## src/hw/hdtm_pkg.sv

```systemverilog
// Package with register map, field layout and reset values of the HDLC timeslot mapping block
package hdtm_pkg;
   // Register offsets on the byte bus
   localparam logic [7:0] HDTM_OFF_RX_CTL = 8'hb8;
   localparam logic [7:0] HDTM_OFF_RX_SUPP = 8'hb9;
   localparam logic [7:0] HDTM_OFF_TX_CTL = 8'hba;
   localparam logic [7:0] HDTM_OFF_TX_SUPP = 8'hbb;
   localparam logic [7:0] HDTM_OFF_STATUS = 8'hbc;
   // Reset values
   localparam logic [7:0] HDTM_RST_CTL = 8'h00;
   localparam logic [7:0] HDTM_RST_SUPP = 8'h00;
   // Channel control field positions
   localparam int HDTM_POS_ENABLE = 7;
   localparam int HDTM_POS_SA_OR_CH = 6;
   localparam int HDTM_POS_MODE = 5;
   localparam int HDTM_POS_CHAN_HI = 4;
   localparam int HDTM_POS_CHAN_LO = 0;
   // Status field positions
   localparam int HDTM_POS_ST_RX = 0;
   localparam int HDTM_POS_ST_TX = 1;
   // Sa numbering: select bit 4 is Sa4 down to select bit 0 is Sa8
   localparam logic [3:0] HDTM_SA_LAST = 4'h8;
   localparam logic [3:0] HDTM_SA_FIRST = 4'h4;
   localparam int HDTM_CHAN_W = 5;
   localparam int HDTM_NUM_CHAN = 32;
endpackage

```

## src/hw/hdtm_slot_select.sv

```systemverilog
// Decides whether the current payload bit belongs to the HDLC path
`timescale 1ns/1ns
`default_nettype none
module hdtm_slot_select
   import hdtm_pkg::*;
#(
   parameter int NUM_CHAN = HDTM_NUM_CHAN
) (
   input wire logic enable_i, // Path enabled
   input wire logic sa_or_ch_i, // 0 Sa bits, 1 DS0 channels
   input wire logic mode_i, // 0 single channel, 1 block mask
   input wire logic [HDTM_CHAN_W-1:0] chan_i, // Single channel number
   input wire logic [NUM_CHAN-1:0] block_i, // Per-channel block mask
   input wire logic [7:0] suppress_i, // Per-bit suppress mask
   input wire logic [4:0] sa_en_i, // Sa4..Sa8 enables, bit 4 is Sa4
   input wire logic is_sa_i, // Current bit is an Sa bit
   input wire logic [3:0] sa_num_i, // Sa number 4..8
   input wire logic [HDTM_CHAN_W-1:0] ts_i, // Current timeslot
   input wire logic [2:0] bit_pos_i, // 0 is DS0 bit 1, 7 is DS0 bit 8
   output logic use_o // Bit is taken by HDLC
);
   logic sa_hit;
   logic chan_hit;
   logic [3:0] sa_idx;

   always_comb begin
      sa_idx = HDTM_SA_LAST - sa_num_i;
      sa_hit = 1'b0;
      if ((sa_num_i >= HDTM_SA_FIRST) && (sa_num_i <= HDTM_SA_LAST)) begin
         sa_hit = sa_en_i[sa_idx[2:0]];
      end
      // RULE_07 single or blocked
      chan_hit = mode_i ? block_i[ts_i] : (ts_i == chan_i);
   end

   // RULE_12 suppressed bits skipped
   always_comb begin
      if (!enable_i) begin
         use_o = 1'b0;
      end else if (is_sa_i) begin
         use_o = !sa_or_ch_i && sa_hit;
      end else begin
         use_o = sa_or_ch_i && chan_hit && !suppress_i[bit_pos_i];
      end
   end
endmodule
`default_nettype wire

```

## src/hw/hdtm_top.sv

```systemverilog
// HDLC timeslot mapping: register bank and bit selection for receive and transmit
// Operation
// RULE_01 - A receive suppress bit set to one keeps the matching receive DS0 bit (bit 7 is DS0 bit 8) out of HDLC.
// RULE_02 - A transmit suppress bit set to one keeps HDLC from inserting into the matching transmit DS0 bit.
// RULE_03 - With transmit enable at zero nothing is inserted; at one HDLC data goes to chosen Sa bits or channels.
// RULE_04 - The transmit Sa-or-channel select is ignored while transmit enable is zero.
// RULE_05 - With transmit select at zero HDLC uses Sa bits enabled by select bits 4 (Sa4) down to 0 (Sa8).
// RULE_06 - With transmit select at one HDLC uses DS0 channels chosen per the selection mode bit.
// RULE_07 - Transmit mode zero uses the single numbered channel; mode one uses all channels marked as blocked.
// RULE_08 - The five transmit channel bits form one binary number, bit 4 most significant.
// RULE_09 - Receive source zero takes Sa bits from the second receive control; one uses the channel control register.
// RULE_10 - Receive select zero routes enabled Sa bits (bit 4 Sa4 to bit 0 Sa8); one routes DS0 channels.
// RULE_11 - Receive mode zero chooses the single numbered channel; one chooses channels marked as blocked.
// RULE_12 - Suppressed bits are skipped, so the HDLC stream continues on the remaining bits in order.
//
// Implementation choice: the plain strobed port.
`timescale 1ns/1ns
`default_nettype none
module hdtm_top
   import hdtm_pkg::*;
#(
   parameter int NUM_CHAN = HDTM_NUM_CHAN
) (
   input wire logic core_clk_i, // 50 MHz clock
   input wire logic rst_n_i, // Synchronous reset, active low
   input wire logic [7:0] reg_addr_i, // Register byte address
   input wire logic [7:0] reg_wdata_i, // Write data
   input wire logic reg_we_i, // Write strobe
   input wire logic reg_re_i, // Read strobe
   output logic [7:0] reg_rdata_o, // Read data, cycle after strobe
   input wire logic [4:0] rx_control_two_sa_i, // Sa4..Sa8 enables from second receive control
   input wire logic [NUM_CHAN-1:0] rx_channel_block_regs_i, // Receive channel block mask
   input wire logic [NUM_CHAN-1:0] tx_channel_block_regs_i, // Transmit channel block mask
   input wire logic rx_strobe_i, // Receive payload bit present
   input wire logic rx_bit_i, // Receive payload bit value
   input wire logic [HDTM_CHAN_W-1:0] rx_ts_i, // Receive timeslot
   input wire logic [2:0] rx_bit_pos_i, // Receive DS0 bit, 0 is bit 1
   input wire logic rx_is_sa_i, // Receive bit is an Sa bit
   input wire logic [3:0] rx_sa_num_i, // Receive Sa number
   output logic hdlc_rx_valid_o, // Bit handed to HDLC receiver
   output logic hdlc_rx_bit_o, // Bit value for HDLC receiver
   input wire logic tx_strobe_i, // Transmit payload bit slot
   input wire logic tx_bit_i, // Framer's own transmit bit
   input wire logic [HDTM_CHAN_W-1:0] tx_ts_i, // Transmit timeslot
   input wire logic [2:0] tx_bit_pos_i, // Transmit DS0 bit, 0 is bit 1
   input wire logic tx_is_sa_i, // Transmit bit is an Sa bit
   input wire logic [3:0] tx_sa_num_i, // Transmit Sa number
   input wire logic hdlc_tx_bit_i, // Next bit from HDLC transmitter
   output logic hdlc_tx_take_o, // HDLC bit consumed this slot
   output logic tx_insert_o, // Output bit came from HDLC
   output logic tx_bit_o // Transmit bit after insertion
);
   logic [7:0] rx_ctl_r, rx_ctl_nxt;
   logic [7:0] rx_supp_r, rx_supp_nxt;
   logic [7:0] tx_ctl_r, tx_ctl_nxt;
   logic [7:0] tx_supp_r, tx_supp_nxt;
   logic [7:0] rdata_r, rdata_nxt;
   logic rx_valid_r, rx_valid_nxt;
   logic rx_bit_r, rx_bit_nxt;
   logic tx_ins_r, tx_ins_nxt;
   logic tx_bit_r, tx_bit_nxt;
   logic rx_seen_r, rx_seen_nxt;
   logic tx_seen_r, tx_seen_nxt;
   logic rx_use, tx_use;
   logic rx_sa_or_ch;
   logic [4:0] rx_sa_en;
   logic tx_enable;

   // Register writes
   always_comb begin
      rx_ctl_nxt = rx_ctl_r;
      rx_supp_nxt = rx_supp_r;
      tx_ctl_nxt = tx_ctl_r;
      tx_supp_nxt = tx_supp_r;
      if (reg_we_i) begin
         unique case (reg_addr_i)
            HDTM_OFF_RX_CTL: rx_ctl_nxt = reg_wdata_i;
            HDTM_OFF_RX_SUPP: rx_supp_nxt = reg_wdata_i;
            HDTM_OFF_TX_CTL: tx_ctl_nxt = reg_wdata_i;
            HDTM_OFF_TX_SUPP: tx_supp_nxt = reg_wdata_i;
            default: ;
         endcase
      end
   end

   // Read data stands only in the cycle after the strobe; unmapped reads give zero
   always_comb begin
      rdata_nxt = 8'h00;
      if (reg_re_i) begin
         unique case (reg_addr_i)
            HDTM_OFF_RX_CTL: rdata_nxt = rx_ctl_r;
            HDTM_OFF_RX_SUPP: rdata_nxt = rx_supp_r;
            HDTM_OFF_TX_CTL: rdata_nxt = tx_ctl_r;
            HDTM_OFF_TX_SUPP: rdata_nxt = tx_supp_r;
            HDTM_OFF_STATUS: begin
               rdata_nxt[HDTM_POS_ST_RX] = rx_seen_r;
               rdata_nxt[HDTM_POS_ST_TX] = tx_seen_r;
            end
            default: ;
         endcase
      end
   end

   always_ff @(posedge core_clk_i) begin
      if (!rst_n_i) begin
         rx_ctl_r <= HDTM_RST_CTL;
         rx_supp_r <= HDTM_RST_SUPP;
         tx_ctl_r <= HDTM_RST_CTL;
         tx_supp_r <= HDTM_RST_SUPP;
         rdata_r <= 8'h00;
      end else begin
         rx_ctl_r <= rx_ctl_nxt;
         rx_supp_r <= rx_supp_nxt;
         tx_ctl_r <= tx_ctl_nxt;
         tx_supp_r <= tx_supp_nxt;
         rdata_r <= rdata_nxt;
      end
   end

   assign reg_rdata_o = rdata_r;

   // RULE_09 source picks Sa field
   // RULE_10 Sa or channel routing
   always_comb begin
      if (rx_ctl_r[HDTM_POS_ENABLE]) begin
         rx_sa_or_ch = rx_ctl_r[HDTM_POS_SA_OR_CH];
         rx_sa_en = rx_ctl_r[4:0];
      end else begin
         rx_sa_or_ch = 1'b0;
         rx_sa_en = rx_control_two_sa_i;
      end
   end

   // RULE_11 receive channel choice
   // RULE_01 receive suppress mask
   hdtm_slot_select #(
      .NUM_CHAN(NUM_CHAN)
   ) u_rx_sel (
      .enable_i(1'b1),
      .sa_or_ch_i(rx_sa_or_ch),
      .mode_i(rx_ctl_r[HDTM_POS_MODE]),
      .chan_i(rx_ctl_r[HDTM_POS_CHAN_HI:HDTM_POS_CHAN_LO]),
      .block_i(rx_channel_block_regs_i),
      .suppress_i(rx_supp_r),
      .sa_en_i(rx_sa_en),
      .is_sa_i(rx_is_sa_i),
      .sa_num_i(rx_sa_num_i),
      .ts_i(rx_ts_i),
      .bit_pos_i(rx_bit_pos_i),
      .use_o(rx_use)
   );

   // RULE_04 select ignored when disabled
   assign tx_enable = tx_ctl_r[HDTM_POS_ENABLE];

   // RULE_05 Sa enables
   // RULE_06 channel routing
   // RULE_08 binary channel number
   // RULE_02 transmit suppress mask
   hdtm_slot_select #(
      .NUM_CHAN(NUM_CHAN)
   ) u_tx_sel (
      .enable_i(tx_enable),
      .sa_or_ch_i(tx_ctl_r[HDTM_POS_SA_OR_CH]),
      .mode_i(tx_ctl_r[HDTM_POS_MODE]),
      .chan_i(tx_ctl_r[HDTM_POS_CHAN_HI:HDTM_POS_CHAN_LO]),
      .block_i(tx_channel_block_regs_i),
      .suppress_i(tx_supp_r),
      .sa_en_i(tx_ctl_r[4:0]),
      .is_sa_i(tx_is_sa_i),
      .sa_num_i(tx_sa_num_i),
      .ts_i(tx_ts_i),
      .bit_pos_i(tx_bit_pos_i),
      .use_o(tx_use)
   );

   // Data path: one register stage on each direction
   always_comb begin
      rx_valid_nxt = rx_strobe_i && rx_use;
      rx_bit_nxt = rx_bit_r;
      if (rx_strobe_i && rx_use) begin
         rx_bit_nxt = rx_bit_i;
      end
      tx_ins_nxt = 1'b0;
      tx_bit_nxt = tx_bit_r;
      // RULE_03 insert only when enabled
      if (tx_strobe_i) begin
         tx_ins_nxt = tx_use;
         tx_bit_nxt = tx_use ? hdlc_tx_bit_i : tx_bit_i;
      end
      // Status shows whether the last payload bit went to or came from HDLC
      rx_seen_nxt = rx_strobe_i ? rx_use : rx_seen_r;
      tx_seen_nxt = tx_strobe_i ? tx_use : tx_seen_r;
   end

   always_ff @(posedge core_clk_i) begin
      if (!rst_n_i) begin
         rx_valid_r <= 1'b0;
         rx_bit_r <= 1'b0;
         tx_ins_r <= 1'b0;
         tx_bit_r <= 1'b0;
         rx_seen_r <= 1'b0;
         tx_seen_r <= 1'b0;
      end else begin
         rx_valid_r <= rx_valid_nxt;
         rx_bit_r <= rx_bit_nxt;
         tx_ins_r <= tx_ins_nxt;
         tx_bit_r <= tx_bit_nxt;
         rx_seen_r <= rx_seen_nxt;
         tx_seen_r <= tx_seen_nxt;
      end
   end

   assign hdlc_rx_valid_o = rx_valid_r;
   assign hdlc_rx_bit_o = rx_bit_r;
   assign tx_insert_o = tx_ins_r;
   assign tx_bit_o = tx_bit_r;
   // Combinational so the HDLC side can advance its shifter on the same edge
   assign hdlc_tx_take_o = tx_strobe_i && tx_use;
endmodule
`default_nettype wire

```

## config.mk

```make
export PLATFORM = sky130hd
export DESIGN_NAME = hdtm_top
export DESIGN_NICKNAME = d
export VERILOG_FILES = /design/src/hw/hdtm_pkg.sv /design/src/hw/hdtm_slot_select.sv /design/src/hw/hdtm_top.sv
export SDC_FILE = /design/constraint.sdc
export NUM_CORES = 1
export LEC_CHECK = 0
export ABC_AREA = 1
export BUFFER_PORTS_ARGS = -buffer_cell sky130_fd_sc_hd__buf_4
export CORE_MARGIN = 2
export CORE_UTILIZATION = 52
export CTS_CLUSTER_SIZE = 10
export DETAILED_ROUTE_END_ITERATION = 10
export GPL_TIMING_DRIVEN = 0
export PLACE_DENSITY_LB_ADDON = 0.3
export SKIP_LAST_GASP = 1
export SLEW_MARGIN = 30
export SYNTH_ARGS = -nofsm -noshare
export SYNTH_HDL_FRONTEND = slang
export SYNTH_SLANG_ARGS = --single-unit
export TNS_END_PERCENT = 30
```

## constraint.sdc

```tcl
create_clock -name core_clk_i -period 2.48 [get_ports core_clk_i]
set_clock_uncertainty 0.15 [all_clocks]
set_input_delay 0.248 -clock core_clk_i [delete_from_list [all_inputs] [get_ports core_clk_i]]
set_output_delay 0.248 -clock core_clk_i [all_outputs]
set_load 0.005 [all_outputs]
```

==> flow_metrics.tcl <==
set metrics [dict create \
    timing.critical_path.max_delay_family "simple AND/OR/NAND/NOR gates" \
    timing.critical_path.required_ns 2.08 \
    drt-initial-drc-count 199 \
    vias_per_cell 5.51 \
    antenna_cells 0 \
    syn_nets 583 \
    ir_drop_uv 370 \
    slowest_stage "sky130_fd_sc_hd__dfxtp_1" \
    drt_pass1_iterations 6 \
    design_area_mm2 0.00426 \
    cts_resized 0 \
    min_period_ns 2.15 \
    initial_utilization_pct 52.9 \
    grt_pass1_wl_um 15400 \
    ctsHtreeMaxLevel 2 \
    grt_max_degree 16 \
    timing.setup.tns_ns 0 \
    dp.final_hpwl_um 7660 \
    largest_fanout_of_any_net_on_the_critical_path 3 \
    placementRows 28 \
    synth_enable_flop_cells 0 \
    clock_insertion_delay_worst_skew_ns 0.31 \
    synth_area_mm2 0.00309 \
    yosys_most_used_dff "sky130_fd_sc_hd__dfxtp_1" \
    timing.critical_path.buf_inv 2 \
    antenna_found_initial 0 \
    cp_slowest_stage_delay_ns 0.35 \
    hold_class "in -> reg" \
    final_min_period_over_clock_period_pct 86.5 \
    power_density_mw_per_mm2 399 \
    netlist.top_cell.by_area "sky130_fd_sc_hd__dfxtp_1" \
    die_outline_area_mm2 0.00658 \
    unrepaired_setup_endpoints_after_global_routing "no" \
    yosysTopAreaCellShare_pct 29.8 \
    finalSetupViolations 0 \
    vias 3705 \
    top_level_ports 133 \
    clkSlewWorstSetupHoldPaths_ns 0.09 \
    worstPathCellList "inv_1 -> a21oi_1 -> o21ai_0 -> and3_1 -> nor2_1 -> nand3_1 -> a21oi_4 -> nand2_2 -> nor2_2 -> buf_4" \
    synth_commonest_cells "82 x sky130_fd_sc_hd__nand2_1, 52 x sky130_fd_sc_hd__inv_1, 46 x sky130_fd_sc_hd__dfxtp_1, 42 x sky130_fd_sc_hd__a21oi_1, 42 x sky130_fd_sc_hd__nand3_1" \
    setup.worst_path.end_class "output port" \
    synth_async_sr_flop_share_pct 0 \
    area_growth_syn_to_layout_pct 37.7 \
    cts_hold_repair.buffers 0 \
    tritoncts.num_buffers 5 \
    cts.sink_count 46 \
    nets_final 718 \
    main_area_contributors_after_synthesis "sky130_fd_sc_hd__dfxtp_1 30%, sky130_fd_sc_hd__nand2_1 10%, sky130_fd_sc_hd__a21oi_1 6.8%" \
    cts_root_buffer "sky130_fd_sc_hd__clkbuf_8" \
    preCtsSetupSlack_ns 0.357 \
    timing.setup.critical_path_class "reg -> out" \
    post-cts-setup-buffers 0 \
    fp.coreArea_mm2 0.00585 \
    power_mw 1.70 \
    final_critical_path_setup_slack_ns 0.334 \
    drt-wirelength-per-cell_um 14.5 \
    placed_area_mm2 0.00415 \
    number_of_global_route_vias_before_repair 3370 \
    seq_area_frac_synth_pct 29.8 \
    yosys.cell_types.count 47 \
    finish.utilization_pct 72.8 \
    outcome "finished clean" \
    post_synth_inst_count 461 \
    grt_overflow 0 \
    placement.io_buffers 128 \
    worst_slew_pin_slew_ns 0.498 \
    power_leakage_nw 1.87 \
    globalplace.congestion 0.900 \
    synth_most_common_cell "sky130_fd_sc_hd__nand2_1" \
    antenna_left 0 \
    max_freq_ghz 0.466 \
    cap_viol_max_count 0 \
    finish.cell_count_without_fillers 672 \
    r2r_slack_ns 0.78 \
    cts_tree "done" \
    globalRouteTotalUtil_pct 30.0 \
    slew_viol_final 0 \
    relSlewSlack_pct 66.8 \
    worst_hold_slack_ns 0.0593 \
    final_layout_size_suffix_gt1_share_pct 30.3 \
    cts_buffer_depth 2 \
    worstSetupStartpointType "flop" \
    worstPathArrival_ns 1.75 \
    die_w_um 81.1 \
    ys_ff_latch 46 \
    final-hold-violation-count 0 \
    nFillCells 504 \
    wl_um 9720 \
    dieHeight_um 81.1 \
    post-place-cells 664 \
    total_number_of_yosys_warnings 0 \
    synth.avg_cell_area_um2 6.71 \
    drc 0 \
]
==> worst min-delay path: cells and delay by family <==
family	cells	cell delay, ns
buf+inv	1	0.12
compound gates	1	0.04
simple gates	1	0.07
==> placed cells by master (no fill, tap or decap), drive strengths merged, types with 2 or more instances in the layout <==
cell type  synthesis  layout
a211oi             9       9
a21oi             44      44
a221oi             7       7
a31oi              3       3
buf               12     140
clkbuf             4       9
clkinv             2       3
dfxtp             46      46
ha                 2       2
inv               59      60
nand2             94      94
nand3             45      45
nand4              3       3
nor2              41      41
nor3               4       4
o211ai             8       8
o21ai             46      46
o22ai             19      19
xor2               3       3
==> sequential cells by signal (all words and copies together), names as in the netlist <==
name / count
tx_supp_r: 8
tx_bit_o: 1
hdlc_rx_bit_o: 1
rx_ctl_r: 8
rx_seen_r: 1
tx_ctl_r: 8
reg_rdata_o: 8
tx_insert_o: 1
rx_supp_r: 8
tx_seen_r: 1
hdlc_rx_valid_o: 1
==> kinds of logic after synthesis <==
logic type,share of synthesized area [%]
AOI/OAI and AO/OA,26.9
xor gates and xnor gates,1.13
adders and majority gates,0.809
buffers and inverters,12.7
DFF,29.8
muxes,0.324
and+or+nand+nor,28.4
==> final cells by class <==
| cell class | count | area (um^2) | area share, % |
|---|---|---|---|
| multi-input cells | 338 | 1780 | 41.8 |
| repair buffers | 128 | 961 | 22.6 |
| flip-flops and latches | 46 | 921 | 21.6 |
| inverters | 61 | 265 | 6.23 |
| plain buffers | 16 | 126 | 2.97 |
| well taps | 75 | 93.8 | 2.20 |
| clock buffers | 5 | 68.8 | 1.62 |
| clock inverters | 3 | 43.8 | 1.03 |
==> routing by layer <==
metal,track usage [%],vias to the layer above,wire length [um]
met1,41.1,1648,4170
met5,0,-,0
met4,8.31,0,176
met3,4.89,19,979
li1,-,1848,-
met2,48.8,190,4390
==> power by group <==
part           leakage [nW]  internal (mW)  switching [mW]
Sequential            0.371          0.741         0.00171
Combinational          1.44          0.202           0.184
Clock                0.0585          0.302           0.269
Total                  1.87           1.25           0.454
==> worst paths after layout <==
| check | from | to | cells after the start |
|---|---|---|---|
| worst max-delay path | tx_ctl_r[2]$_SDFFE_PN0P_ | hdlc_tx_take_o | 10 |
| worst min-delay path | tx_strobe_i | tx_bit_o$_SDFFE_PN0P_ | 3 |
| worst max register to register | rx_supp_r[7]$_SDFFE_PN0P_ | hdlc_rx_bit_o$_SDFFE_PN0P_ | 10 |
| worst min register to register | tx_bit_o$_SDFFE_PN0P_ | tx_bit_o$_SDFFE_PN0P_ | 2 |
Note: power is estimated with default switching activity, not from simulation.
